File: src/pkg/chan_ctrl_defs.vh
// Offsets, field positions, reset values and codes for the channel control registers
`ifndef CHAN_CTRL_DEFS_VH
`define CHAN_CTRL_DEFS_VH

`define ADDR_ALIGN_SCRAMBLE 20'h30802
`define ADDR_BYPASS_INJECT 20'h30803
`define ADDR_ALARM_UPPER 20'h30821
`define ADDR_OVERHEAD_CTRL 20'h30804
`define ADDR_PARITY_CTRL 20'h30806

`define RST_REG8 8'h00

// Alarm enable upper
`define BIT_EXCESS_SEQ 2
`define BIT_SEQ 3
`define BIT_CELL_PARITY 4
`define BIT_SECTION_PARITY 5
`define BIT_RX_FIFO_OVERRUN 6
`define BIT_REMOTE_DEFECT 7

// Alignment and scrambling
`define BIT_JUSTIFY 0
`define BIT_GROUP_MEMBER 1
`define BIT_ALIGN_MODE_LO 2
`define BIT_ALIGN_MODE_HI 3
`define BIT_SCRAMBLE_INH 4
`define BIT_FAST_FRAME 5
`define BIT_FORCE_AIS 6
`define BIT_AIS_ON_LOSS 7

// Bypass and injection
`define BIT_ALIGN_FIFO_BYPASS 0
`define BIT_RAW_SERIALIZER 1
`define BIT_INJ_SECTION_PARITY 2
`define BIT_INJ_CELL_PARITY 3
`define BIT_INJ_FRAMING 4
`define BIT_INJ_REPEAT_SEQ 5
`define BIT_INJ_SINGLE_SEQ 6
`define BIT_INJ_REMOTE_DEFECT 7

// Overhead controls
`define BIT_AUTO_OVERHEAD 6
`define BIT_AUTO_SECTION_PARITY 6
`define BIT_AUTO_FRAMING 7

// Alignment scope codes
`define ALIGN_NONE 2'h0
`define ALIGN_TWIN 2'h1
`define ALIGN_FOUR 2'h2
`define ALIGN_EIGHT 2'h3

// Protection byte sent for remote defect
`define K2_REMOTE_DEFECT 8'h06

`endif

File: src/logic/sonet_channel_control_regs.v
// Per-channel control registers with alarm gating, alignment, bypass and error injection
//
// The plain strobed port was decided locally.
`include "chan_ctrl_defs.vh"

// Summary of operation
// - Cell alarm enables on bits 2,3,4,6 let their conditions raise alarms.
// - Section parity and remote defect alarms pass only while enabled.
// - Justification enable makes receive core interpret pointer bytes.
// - Group member bit puts channel into its multi-channel alignment group.
// - Two-bit alignment mode: none, twin, four or eight channels.
// - Scramble inhibit stops receive descrambling and transmit scrambling.
// - With scrambling inhibited and section parity from the core, parity inserted and checked is wrong.
// - Fast frame enable switches channel into fast framing mode.
// - Forced alarm indication bit always inserts line alarm indication.
// - Conditional bit inserts alarm indication while frame loss is active.
// - In SONET mode only, alignment FIFO bypass skips receive FIFO, output clocked by write clock.
// - Raw serializer mode bypasses all SONET and cell processing.
// - Section parity injection corrupts parity byte when auto generation on.
// - Cell parity injection introduces parity error into transmitted cells.
// - Framing injection corrupts framing bytes when auto generation on.
// - Repeated injection inverts sequence number in every link header.
// - Single injection inverts only next link header's sequence number.
// - Remote defect injection sends K2 as 00000110 with auto overhead.
// - Auto overhead makes core generate overhead bytes, else user supplies.
// - Auto section parity inserts parity byte; auto overhead overrides it.
module sonet_channel_control_regs #(
  parameter ADDR_W = 20
) (
  input wire mclk,
  input wire rst_b,
  input wire [ADDR_W-1:0] reg_addr,
  input wire [7:0] reg_wdata,
  input wire reg_wr,
  input wire reg_rd,
  output reg [7:0] reg_rdata_ff,
  input wire sonet_mode,
  input wire excess_sequence_event,
  input wire sequence_event,
  input wire cell_parity_event,
  input wire section_parity_event,
  input wire rx_fifo_overrun_event,
  input wire remote_defect_event,
  input wire frame_loss_condition,
  input wire link_header_sent,
  output wire excess_sequence_alarm,
  output wire sequence_alarm,
  output wire cell_parity_alarm,
  output wire section_parity_alarm,
  output wire rx_fifo_overrun_alarm,
  output wire remote_defect_alarm,
  output wire justification_enable,
  output wire group_alignment_member,
  output wire [1:0] alignment_mode_select,
  output wire align_twin,
  output wire align_four,
  output wire align_eight,
  output wire scramble_enable,
  output wire descramble_enable,
  output wire section_parity_expected_wrong,
  output wire fast_frame_enable,
  output wire insert_line_ais,
  output wire align_fifo_used,
  output wire rx_output_on_write_clock,
  output wire raw_serializer_mode,
  output wire tx_overhead_from_core,
  output wire tx_section_parity_from_core,
  output wire tx_framing_from_core,
  output wire corrupt_section_parity,
  output wire corrupt_cell_parity,
  output wire corrupt_framing,
  output wire invert_sequence_number,
  output wire k2_override,
  output wire [7:0] k2_override_value
);

  // Reset release through two flops
  reg rst_sync1_ff;
  reg rst_sync2_ff;
  wire rst_n = rst_sync2_ff;

  always @(posedge mclk or negedge rst_b) begin
    if (!rst_b) begin
      rst_sync1_ff <= 1'b0;
      rst_sync2_ff <= 1'b0;
    end else begin
      rst_sync1_ff <= 1'b1;
      rst_sync2_ff <= rst_sync1_ff;
    end
  end

  // Event and condition inputs come from other domains: two flops each
  reg [7:0] in_sync1_ff;
  reg [7:0] in_sync2_ff;
  wire [7:0] raw_in = {sonet_mode, link_header_sent, frame_loss_condition,
    remote_defect_event, rx_fifo_overrun_event, section_parity_event,
    cell_parity_event, {sequence_event ^ 1'b0}};
  reg [1:0] seq_sync_ff;

  always @(posedge mclk or negedge rst_n) begin
    if (!rst_n) begin
      in_sync1_ff <= 8'h00;
      in_sync2_ff <= 8'h00;
      seq_sync_ff <= 2'h0;
    end else begin
      in_sync1_ff <= raw_in;
      in_sync2_ff <= in_sync1_ff;
      seq_sync_ff <= {seq_sync_ff[0], excess_sequence_event};
    end
  end

  wire s_seq = in_sync2_ff[0];
  wire s_cell = in_sync2_ff[1];
  wire s_section = in_sync2_ff[2];
  wire s_overrun = in_sync2_ff[3];
  wire s_rdi = in_sync2_ff[4];
  wire s_loss = in_sync2_ff[5];
  wire s_header = in_sync2_ff[6];
  wire s_sonet = in_sync2_ff[7];
  wire s_exseq = seq_sync_ff[1];

  // Control registers
  reg [7:0] align_scramble_ff;
  reg [7:0] bypass_inject_ff;
  reg [7:0] alarm_upper_ff;
  reg [7:0] overhead_ctrl_ff;
  reg [7:0] parity_ctrl_ff;
  reg single_seq_armed_ff;
  reg header_prev_ff;

  wire wr_align = reg_wr && (reg_addr == `ADDR_ALIGN_SCRAMBLE);
  wire wr_bypass = reg_wr && (reg_addr == `ADDR_BYPASS_INJECT);
  wire wr_alarm = reg_wr && (reg_addr == `ADDR_ALARM_UPPER);
  wire wr_ovh = reg_wr && (reg_addr == `ADDR_OVERHEAD_CTRL);
  wire wr_par = reg_wr && (reg_addr == `ADDR_PARITY_CTRL);
  wire header_edge = s_header && !header_prev_ff;

  // Register writes, all clear to zero on reset
  always @(posedge mclk or negedge rst_n) begin
    if (!rst_n) begin
      align_scramble_ff <= `RST_REG8;
      bypass_inject_ff <= `RST_REG8;
      alarm_upper_ff <= `RST_REG8;
      overhead_ctrl_ff <= `RST_REG8;
      parity_ctrl_ff <= `RST_REG8;
    end else begin
      if (wr_align) begin
        align_scramble_ff <= reg_wdata;
      end
      if (wr_bypass) begin
        bypass_inject_ff <= reg_wdata;
      end
      if (wr_alarm) begin
        alarm_upper_ff <= reg_wdata & 8'hfc; // Bits 1:0 not held here
      end
      if (wr_ovh) begin
        overhead_ctrl_ff <= reg_wdata & 8'h40;
      end
      if (wr_par) begin
        parity_ctrl_ff <= reg_wdata & 8'hc0;
      end
    end
  end

  // Single sequence injection: arm on a written rising bit, fire on next header
  wire single_bit_new = reg_wdata[`BIT_INJ_SINGLE_SEQ];
  wire single_bit_old = bypass_inject_ff[`BIT_INJ_SINGLE_SEQ];
  wire single_arm = wr_bypass && single_bit_new && !single_bit_old;

  always @(posedge mclk or negedge rst_n) begin
    if (!rst_n) begin
      single_seq_armed_ff <= 1'b0;
      header_prev_ff <= 1'b0;
    end else begin
      header_prev_ff <= s_header;
      if (single_arm) begin
        single_seq_armed_ff <= 1'b1;
      end else if (header_edge) begin
        single_seq_armed_ff <= 1'b0;
      end
    end
  end

  // Read back, one cycle after the strobe; unmapped reads zero
  reg [7:0] nxt_rdata;
  always @* begin
    nxt_rdata = 8'h00;
    if (reg_addr == `ADDR_ALIGN_SCRAMBLE) begin
      nxt_rdata = align_scramble_ff;
    end else if (reg_addr == `ADDR_BYPASS_INJECT) begin
      nxt_rdata = bypass_inject_ff;
    end else if (reg_addr == `ADDR_ALARM_UPPER) begin
      nxt_rdata = alarm_upper_ff;
    end else if (reg_addr == `ADDR_OVERHEAD_CTRL) begin
      nxt_rdata = overhead_ctrl_ff;
    end else if (reg_addr == `ADDR_PARITY_CTRL) begin
      nxt_rdata = parity_ctrl_ff;
    end
  end

  always @(posedge mclk or negedge rst_n) begin
    if (!rst_n) begin
      reg_rdata_ff <= 8'h00;
    end else if (reg_rd) begin
      reg_rdata_ff <= nxt_rdata;
    end else begin
      reg_rdata_ff <= 8'h00;
    end
  end

  // Alarm gating
  assign excess_sequence_alarm = s_exseq && alarm_upper_ff[`BIT_EXCESS_SEQ];
  assign sequence_alarm = s_seq && alarm_upper_ff[`BIT_SEQ];
  assign cell_parity_alarm = s_cell && alarm_upper_ff[`BIT_CELL_PARITY];
  assign rx_fifo_overrun_alarm = s_overrun && alarm_upper_ff[`BIT_RX_FIFO_OVERRUN];
  assign section_parity_alarm = s_section && alarm_upper_ff[`BIT_SECTION_PARITY];
  assign remote_defect_alarm = s_rdi && alarm_upper_ff[`BIT_REMOTE_DEFECT];

  // Alignment and framing controls
  assign justification_enable = align_scramble_ff[`BIT_JUSTIFY];
  assign group_alignment_member = align_scramble_ff[`BIT_GROUP_MEMBER];
  assign alignment_mode_select =
    align_scramble_ff[`BIT_ALIGN_MODE_HI:`BIT_ALIGN_MODE_LO];
  assign align_twin = (alignment_mode_select == `ALIGN_TWIN);
  assign align_four = (alignment_mode_select == `ALIGN_FOUR);
  assign align_eight = (alignment_mode_select == `ALIGN_EIGHT);
  assign scramble_enable = !align_scramble_ff[`BIT_SCRAMBLE_INH];
  assign descramble_enable = !align_scramble_ff[`BIT_SCRAMBLE_INH];
  assign fast_frame_enable = align_scramble_ff[`BIT_FAST_FRAME];
  assign insert_line_ais = align_scramble_ff[`BIT_FORCE_AIS] ||
    (align_scramble_ff[`BIT_AIS_ON_LOSS] && s_loss);

  // Overhead source selection
  wire auto_ovh = overhead_ctrl_ff[`BIT_AUTO_OVERHEAD];
  assign tx_overhead_from_core = auto_ovh;
  assign tx_section_parity_from_core =
    auto_ovh || parity_ctrl_ff[`BIT_AUTO_SECTION_PARITY];
  assign tx_framing_from_core = auto_ovh || parity_ctrl_ff[`BIT_AUTO_FRAMING];
  assign section_parity_expected_wrong =
    align_scramble_ff[`BIT_SCRAMBLE_INH] && tx_section_parity_from_core;

  // Bypass paths
  assign raw_serializer_mode = bypass_inject_ff[`BIT_RAW_SERIALIZER];
  assign rx_output_on_write_clock =
    s_sonet && bypass_inject_ff[`BIT_ALIGN_FIFO_BYPASS];
  assign align_fifo_used = !rx_output_on_write_clock && !raw_serializer_mode;

  // Transmit error injection
  assign corrupt_section_parity = bypass_inject_ff[`BIT_INJ_SECTION_PARITY] &&
    tx_section_parity_from_core;
  assign corrupt_cell_parity = bypass_inject_ff[`BIT_INJ_CELL_PARITY];
  assign corrupt_framing = bypass_inject_ff[`BIT_INJ_FRAMING] && tx_framing_from_core;
  assign invert_sequence_number = bypass_inject_ff[`BIT_INJ_REPEAT_SEQ] ||
    single_seq_armed_ff;
  assign k2_override = bypass_inject_ff[`BIT_INJ_REMOTE_DEFECT] && auto_ovh;
  assign k2_override_value = `K2_REMOTE_DEFECT;

endmodule // sonet_channel_control_regs

File: config.mk
export PLATFORM = sky130hd
export DESIGN_NAME = sonet_channel_control_regs
export DESIGN_NICKNAME = d
export VERILOG_FILES = /design/src/logic/sonet_channel_control_regs.v
export VERILOG_INCLUDE_DIRS = /design/src /design/src/pkg
export SDC_FILE = /design/constraint.sdc
export NUM_CORES = 1
export LEC_CHECK = 0
export BUFFER_PORTS_ARGS = -buffer_cell sky130_fd_sc_hd__buf_2
export CORE_MARGIN = 2
export CORE_UTILIZATION = 49
export DETAILED_ROUTE_END_ITERATION = 10
export PLACE_DENSITY = 0.77
export SKIP_CTS_REPAIR_TIMING = 1
export SYNTH_ARGS = -nofsm -noshare
export SYNTH_HDL_FRONTEND = slang
export SYNTH_SLANG_ARGS = --single-unit
File: constraint.sdc
create_clock -name mclk -period 2.5 [get_ports mclk]
set_clock_uncertainty 0.1 [all_clocks]
set_input_delay 0.5 -clock mclk [delete_from_list [all_inputs] [get_ports mclk]]
set_output_delay 0.5 -clock mclk [all_outputs]
set_load 0.01 [all_outputs]
==> results.sh, run 1 <==
export IMPL_max_freq_ghz=0.461
export IMPL_cts_max_level=2
export IMPL_rsz0062_at_grt="no"
export IMPL_tns_ns=0
export IMPL_worstSetupPathType="in2reg"
export IMPL_cts_tree="yes"
export IMPL_cp_depth=6
export IMPL_vias=1761
export IMPL_grt_use_met1_pct=26.4
export IMPL_wl_per_cell_um=15.1
export IMPL_ys_top_cells_by_count="55 x dfrtp_1, 25 x mux2_2, 12 x and2_1"
export IMPL_crit_path_start_kind="primary input"
export IMPL_synth_area_leaders="dfrtp_1 58%, mux2_2 12%, buf_4 3.5%"
export IMPL_hp_class="reg2async"
export IMPL_cpPeakStageDelay_ns=0.55
export IMPL_globalplace_congestion=0.930
export IMPL_track_usage_pct=19.9
export IMPL_slowest_stage="or4_4"
export IMPL_drt_iter0_drc=168
export IMPL_grt_met3_usage_pct=4.66
export IMPL_drive_above_1_share_pct=49.3
export IMPL_min_period_ns=2.17
export IMPL_synth_edf_count=0
export IMPL_status="complete, no violations"
export IMPL_numPortBuffers=77
export IMPL_endpoint_kind="flop"
export IMPL_place_hpwl_mm=3.83
export IMPL_avgSynthCellArea_um2=12.8
export IMPL_fin_crit_sh_pct=86.7
export IMPL_clk_pin_slew_worst_paths_ns=0.10
export IMPL_crit_family="simple AND/OR/NAND/NOR gates"
export IMPL_dieArea_um2=5450
export IMPL_worstPathArrival_ns=2.26
export IMPL_ys_flop_type="dfrtp_1"
export IMPL_power_total_mw=1.48
export IMPL_wirelength_mm=5.13
export IMPL_critPathLaunch="reg_addr[12]"
export IMPL_post_place_ws_ns=0.0111
export IMPL_timing_rr_end="reg_rdata_ff[6]"
export IMPL_synth_top_area_share_pct=57.6
export IMPL_clock_sinks=55
export IMPL_antenna_found_initial=0
export IMPL_r2r_start="overhead_ctrl_ff[6]"
export IMPL_reg2reg_slack_ns=1.06
export IMPL_crit_fanout=8
export IMPL_worst_path_buf_inv=2
export IMPL_syn_cell_area_um2=2390
export IMPL_nets=312
export IMPL_yosysMostFrequentCell="dfrtp_1"
export IMPL_clkLatencyLatePin_ns=0.30
export IMPL_cp_cell_sequence="buf_2 > or4_4 > nor4_4 > and4_1 > buf_4 > mux2_2"
export IMPL_dr_pass1_iters=4
export IMPL_root_buffer="clkbuf_8"
export IMPL_area_growth_pct=23.7
export IMPL_met2_usage_pct=31.6
export IMPL_synth_seq_area_share_pct=57.6
export IMPL_synth_seq_cells=55
export IMPL_cts_buffers_inserted=5
export IMPL_powerDensity_nw_per_um2=501
export IMPL_fp_dieH_um=73.8
export IMPL_synthDistinctLibCells=36
export IMPL_yosysTopAreaCell="dfrtp_1"
export IMPL_grt_pass1_wl_mm=8.02
export IMPL_num_antenna_cells=0
export IMPL_fin_ws_ns=0.332
export IMPL_rows=25
export IMPL_vdd_drop_max_v=0.000330
export IMPL_final_hold_violation_count=0
export IMPL_rr_worst_depth=4
export IMPL_async_flop_share_pct=100
export IMPL_setup_worst_path_end="align_scramble_ff[1]"
export IMPL_die_w_um=73.8
export IMPL_clk_path_buf_depth=2
export IMPL_via_per_inst=5.19
export IMPL_p_leak_nw=1.60
export IMPL_setup_violations=0
export IMPL_ios=86
export IMPL_placeableCoreArea_um2=4720
export IMPL_crit_required_ns=2.59
export IMPL_yosysWarnings=0
export IMPL_grt_ovfl_total=0
export IMPL_slew_viol_final=0
export IMPL_synth_cells=186
export IMPL_drc_errors=0
export IMPL_start_util_pct=50.6
export IMPL_grt_max_degree=21
export IMPL_grt_pass1_vias=1701
export IMPL_top_usage_layer="met2"
export IMPL_maxCapViolCount=0
export IMPL_antenna_left=0
==> where the power goes <==
part | internal, mW | switching [mW]
registers | 0.906 | 0.00984
clock network | 0.198 | 0.277
logic | 0.0381 | 0.0531
total | 1.14 | 0.339
==> kinds of logic after synthesis <==
kind of cell	synth area share (%)
AND/OR/NAND/NOR	18.4
AO/OA/AOI/OAI	5.55
flip-flops	57.6
multiplexers	13.0
other	0.314
buffers and inverters	5.08
==> how the worst min path moves through the flow <==
| stage | from | endpoint |
|---|---|---|
| final | rst_n | align_scramble_ff[7] |
| after global routing | rst_n | bypass_inject_ff[0] |
| after CTS | rst_b | rst_n |
| after detailed placement | rst_n | bypass_inject_ff[0] |
| after global placement | rst_n | bypass_inject_ff[0] |
| after floorplan | rst_b | rst_n |
==> layer usage <==
layer | up-vias | share of wire [%]
met5 | - | 0
met4 | 0 | 1.4
met3 | 9 | 5.3
met2 | 76 | 48
met1 | 862 | 45
li1 | 814 | -
==> stage by stage <==
stage | hold WS (ns) | cell area [µm²] | instances | utilization, %
2_1_floorplan | 0.104 | 2420 | 193 | -
3_3_place_gp | 0.120 | 2860 | 330 | 60.5
3_5_place_dp | 0.125 | 2860 | 330 | 60.5
4_1_cts | -0.150 | 2950 | 338 | 62.4
5_1_grt | 0.157 | 2960 | 339 | 62.6
6_report | 0.108 | 2960 | 339 | 62.6
==> placed cells by master (no fill, tap or decap), types with 2 or more instances in the layout <==
cell type and count:
nor2b_1 5, mux2_2 25, buf_2 77, o21ai_0 8, and2_1 12, conb_1 9
clkbuf_8 5, nand3_1 2, dfrtp_1 54, nor3b_1 3, nor4_1 3, clkinv_2 2
o221a_2 4, inv_1 3, nor4b_1 7, nor3_1 3, nand4_1 3, nor2_1 3
o211a_1 4, or3_1 2, nand2b_1 2, or2_2 3, buf_4 11, nand2_1 4
mux2i_1 3
==> registers in the layout, summed over array words and instances (netlist names) <==
register,count
alarm_upper_ff,6
rst_sync1_ff,1
rst_n,1
seq_sync_ff,2
single_seq_armed_ff,1
parity_ctrl_ff,2
in_sync1_ff,8
bypass_inject_ff,8
header_prev_ff,1
overhead_ctrl_ff,1
reg_rdata_ff,8
align_scramble_ff,8
in_sync2_ff,8
==> layout make-up <==
cell class,count,area [µm²]
Timing Repair Buffer,89,478
Sequential cell,55,1380
Inverter,3,11.3
Fill cell,407,1770
Clock buffer,5,68.8
Tap cell,67,83.8
Multi-Input combinational cell,117,918
Clock inverter,3,18.8
(Power assumes the default switching activity.)
==> run 2: changes to the inputs <==
Settings changed: CORE_UTILIZATION 49 to 44, PLACE_DENSITY 0.77 to 0.7, SETUP_SLACK_MARGIN set to 0.5.
Clock period 2.5 ns to 2.3 ns, I/O delays scaled along.
==> run 2 against run 1 <==
Clock power up 33%. Cell area up 6.9%. Die area up 11%. Global-route usage down 3.1 points. Clock-buffer cell count up 1. Power up 17%. Hold slack better by 0.046 ns. Final cell count up 1.8%. Register-to-register slack worse by 0.19 ns. Non-clock buffer count up 3. Critical path depth unchanged. Sequential power up 8.8%.
==> results.sh, run 2 (synthesis gave the netlist of run 1 again) <==
export IMPL_status="complete, no violations"
export IMPL_clock_sinks=55
export IMPL_worst_hold_slack_ns=0.154
export IMPL_powerDensity_nw_per_um2=547
export IMPL_placeableCoreArea_um2=5170
export IMPL_crit_top_cell="buf_6"
export IMPL_ios=86
export IMPL_setup_violations=0
export IMPL_maxCapViolCount=0
export IMPL_worst_path_buf_inv=2
export IMPL_numPortBuffers=77
export IMPL_vdd_drop_max_v=0.000518
export IMPL_grt_max_degree=30
export IMPL_cpPeakStageDelay_ns=0.55
export IMPL_wl_per_cell_um=14.4
export IMPL_tightest_slew_ns=0.548
export IMPL_cp_cell_sequence="buf_6 > or4_4 > nor4_4 > and4_1 > buf_6 > mux2_4"
export IMPL_drive_above_1_share_pct=52.7
export IMPL_nets=315
export IMPL_cts_buffers_inserted=5
export IMPL_slew_viol_final=0
export IMPL_crit_family="simple AND/OR/NAND/NOR gates"
export IMPL_instances_no_fill=345
export IMPL_final_hold_violation_count=0
export IMPL_dr_pass1_iters=4
export IMPL_cts_tree="yes"
export IMPL_die_w_um=77.7
export IMPL_slowest_stage="or4_4"
export IMPL_cts_max_level=2
export IMPL_crit_path_start_kind="primary input"
export IMPL_antenna_found_initial=0
export IMPL_worstSetupPathType="in2reg"
export IMPL_clk_pin_slew_worst_paths_ns=0.10
export IMPL_endpoint_kind="flop"
export IMPL_place_hpwl_mm=3.67
export IMPL_rows=26
export IMPL_num_antenna_cells=0
export IMPL_clkLatencyLatePin_ns=0.30
export IMPL_min_period_ns=2.11
export IMPL_area_growth_pct=32.2
export IMPL_max_freq_ghz=0.474
export IMPL_track_usage_pct=16.8
export IMPL_p_leak_nw=1.65
export IMPL_drt_iter0_drc=149
export IMPL_dp_cells=334
export IMPL_grt_pass1_vias=1719
export IMPL_wirelength_mm=4.96
export IMPL_root_buffer="clkbuf_8"
export IMPL_num_fill_cells=434
export IMPL_final_common_cell="buf_2"
export IMPL_crit_required_ns=2.39
export IMPL_start_util_pct=46.2
export IMPL_globalplace_congestion=0.823
export IMPL_rsz0062_at_grt="yes"
export IMPL_relSlewSlack_pct=63.4
export IMPL_via_per_inst=5.06
export IMPL_layout_common_cells="73 x buf_2, 54 x dfrtp_1, 17 x mux2_2"
export IMPL_crit_fanout=8
export IMPL_vias=1745
export IMPL_hp_class="reg2async"
export IMPL_clk_path_buf_depth=2
export IMPL_drc_errors=0
export IMPL_grt_ovfl_total=0
export IMPL_fin_crit_sh_pct=91.7
export IMPL_grt_pass1_wl_mm=8.06
export IMPL_antenna_left=0
export IMPL_fp_dieH_um=77.7
export IMPL_worstPathArrival_ns=2.20
export IMPL_dieArea_um2=6040
## run 2: changes by cell type in the layout (fill, tap and decap cells not counted), sizes merged
| cell | delta |
|---|---|
| clkinv | -2 |
| bufinv | +1 |
| buf | +3 |
| clkbuf | +1 |
## run 2: stage by stage
stage	worst slack (ns)	TNS, ns	area (µm²)	power, mW	util [%]
3_3_place_gp	-0.0592	-1.03	2910	1.11	56.2
6_report	0.191	0	3160	1.73	61.1
4_1_cts	0.226	0	3020	1.75	58.3
3_5_place_dp	-0.0977	-1.52	2910	1.11	56.2
2_1_floorplan	0.0920	0	2440	1.06	-
5_1_grt	0.157	0	3160	1.81	61.1
## run 2: power breakdown
part / internal, mW / total (mW) / switching (mW)
combinational: 0.0457 / 0.103 / 0.0574
sequential: 0.984 / 0.997 / 0.0120
clock: 0.329 / 0.630 / 0.301
## run 2: worst reg2reg max path, cell delays in order, from the launching register on
cell,delay [ns]
dfrtp_1,0.41
nor3b_1,0.18
o21ai_0,0.10
o221a_2,0.25
o221a_2,0.28
## run 2: per-layer routing
layer  up-vias  GRT usage (%)  routed length [µm]
met1       851           22.0                2160
met5         -              0                   0
met2        62           28.1                2490
met4         0           4.46                  36
met3         5           3.95                 280
li1        827              -                   -
## run 2: worst paths after layout
check | start | endpoint | slack, ns | depth (start not counted)
max | reg_addr[3] | align_scramble_ff[0] | 0.19 | 6
min | rst_n | alarm_upper_ff[4] | 0.15 | 0
max reg2reg | alarm_upper_ff[6] | reg_rdata_ff[6] | 0.87 | 4
min reg2reg | rst_n | alarm_upper_ff[4] | 0.15 | 0
max in group asynchronous | rst_n | reg_rdata_ff[7] | 1.42 | 1
min in group mclk | remote_defect_event | in_sync1_ff[4] | 0.15 | 1
## run 2: final cells by class
cell class                      instances  area, µm²  area share [%]
Multi-Input combinational cell        117       1010            31.8
Sequential cell                        55       1380            43.6
Clock buffer                            6       72.6            2.30
Clock inverter                          2       38.8            1.23
Tap cell                               70       87.6            2.77
Inverter                                3       11.3           0.356
Timing Repair Buffer                   92        566            17.9
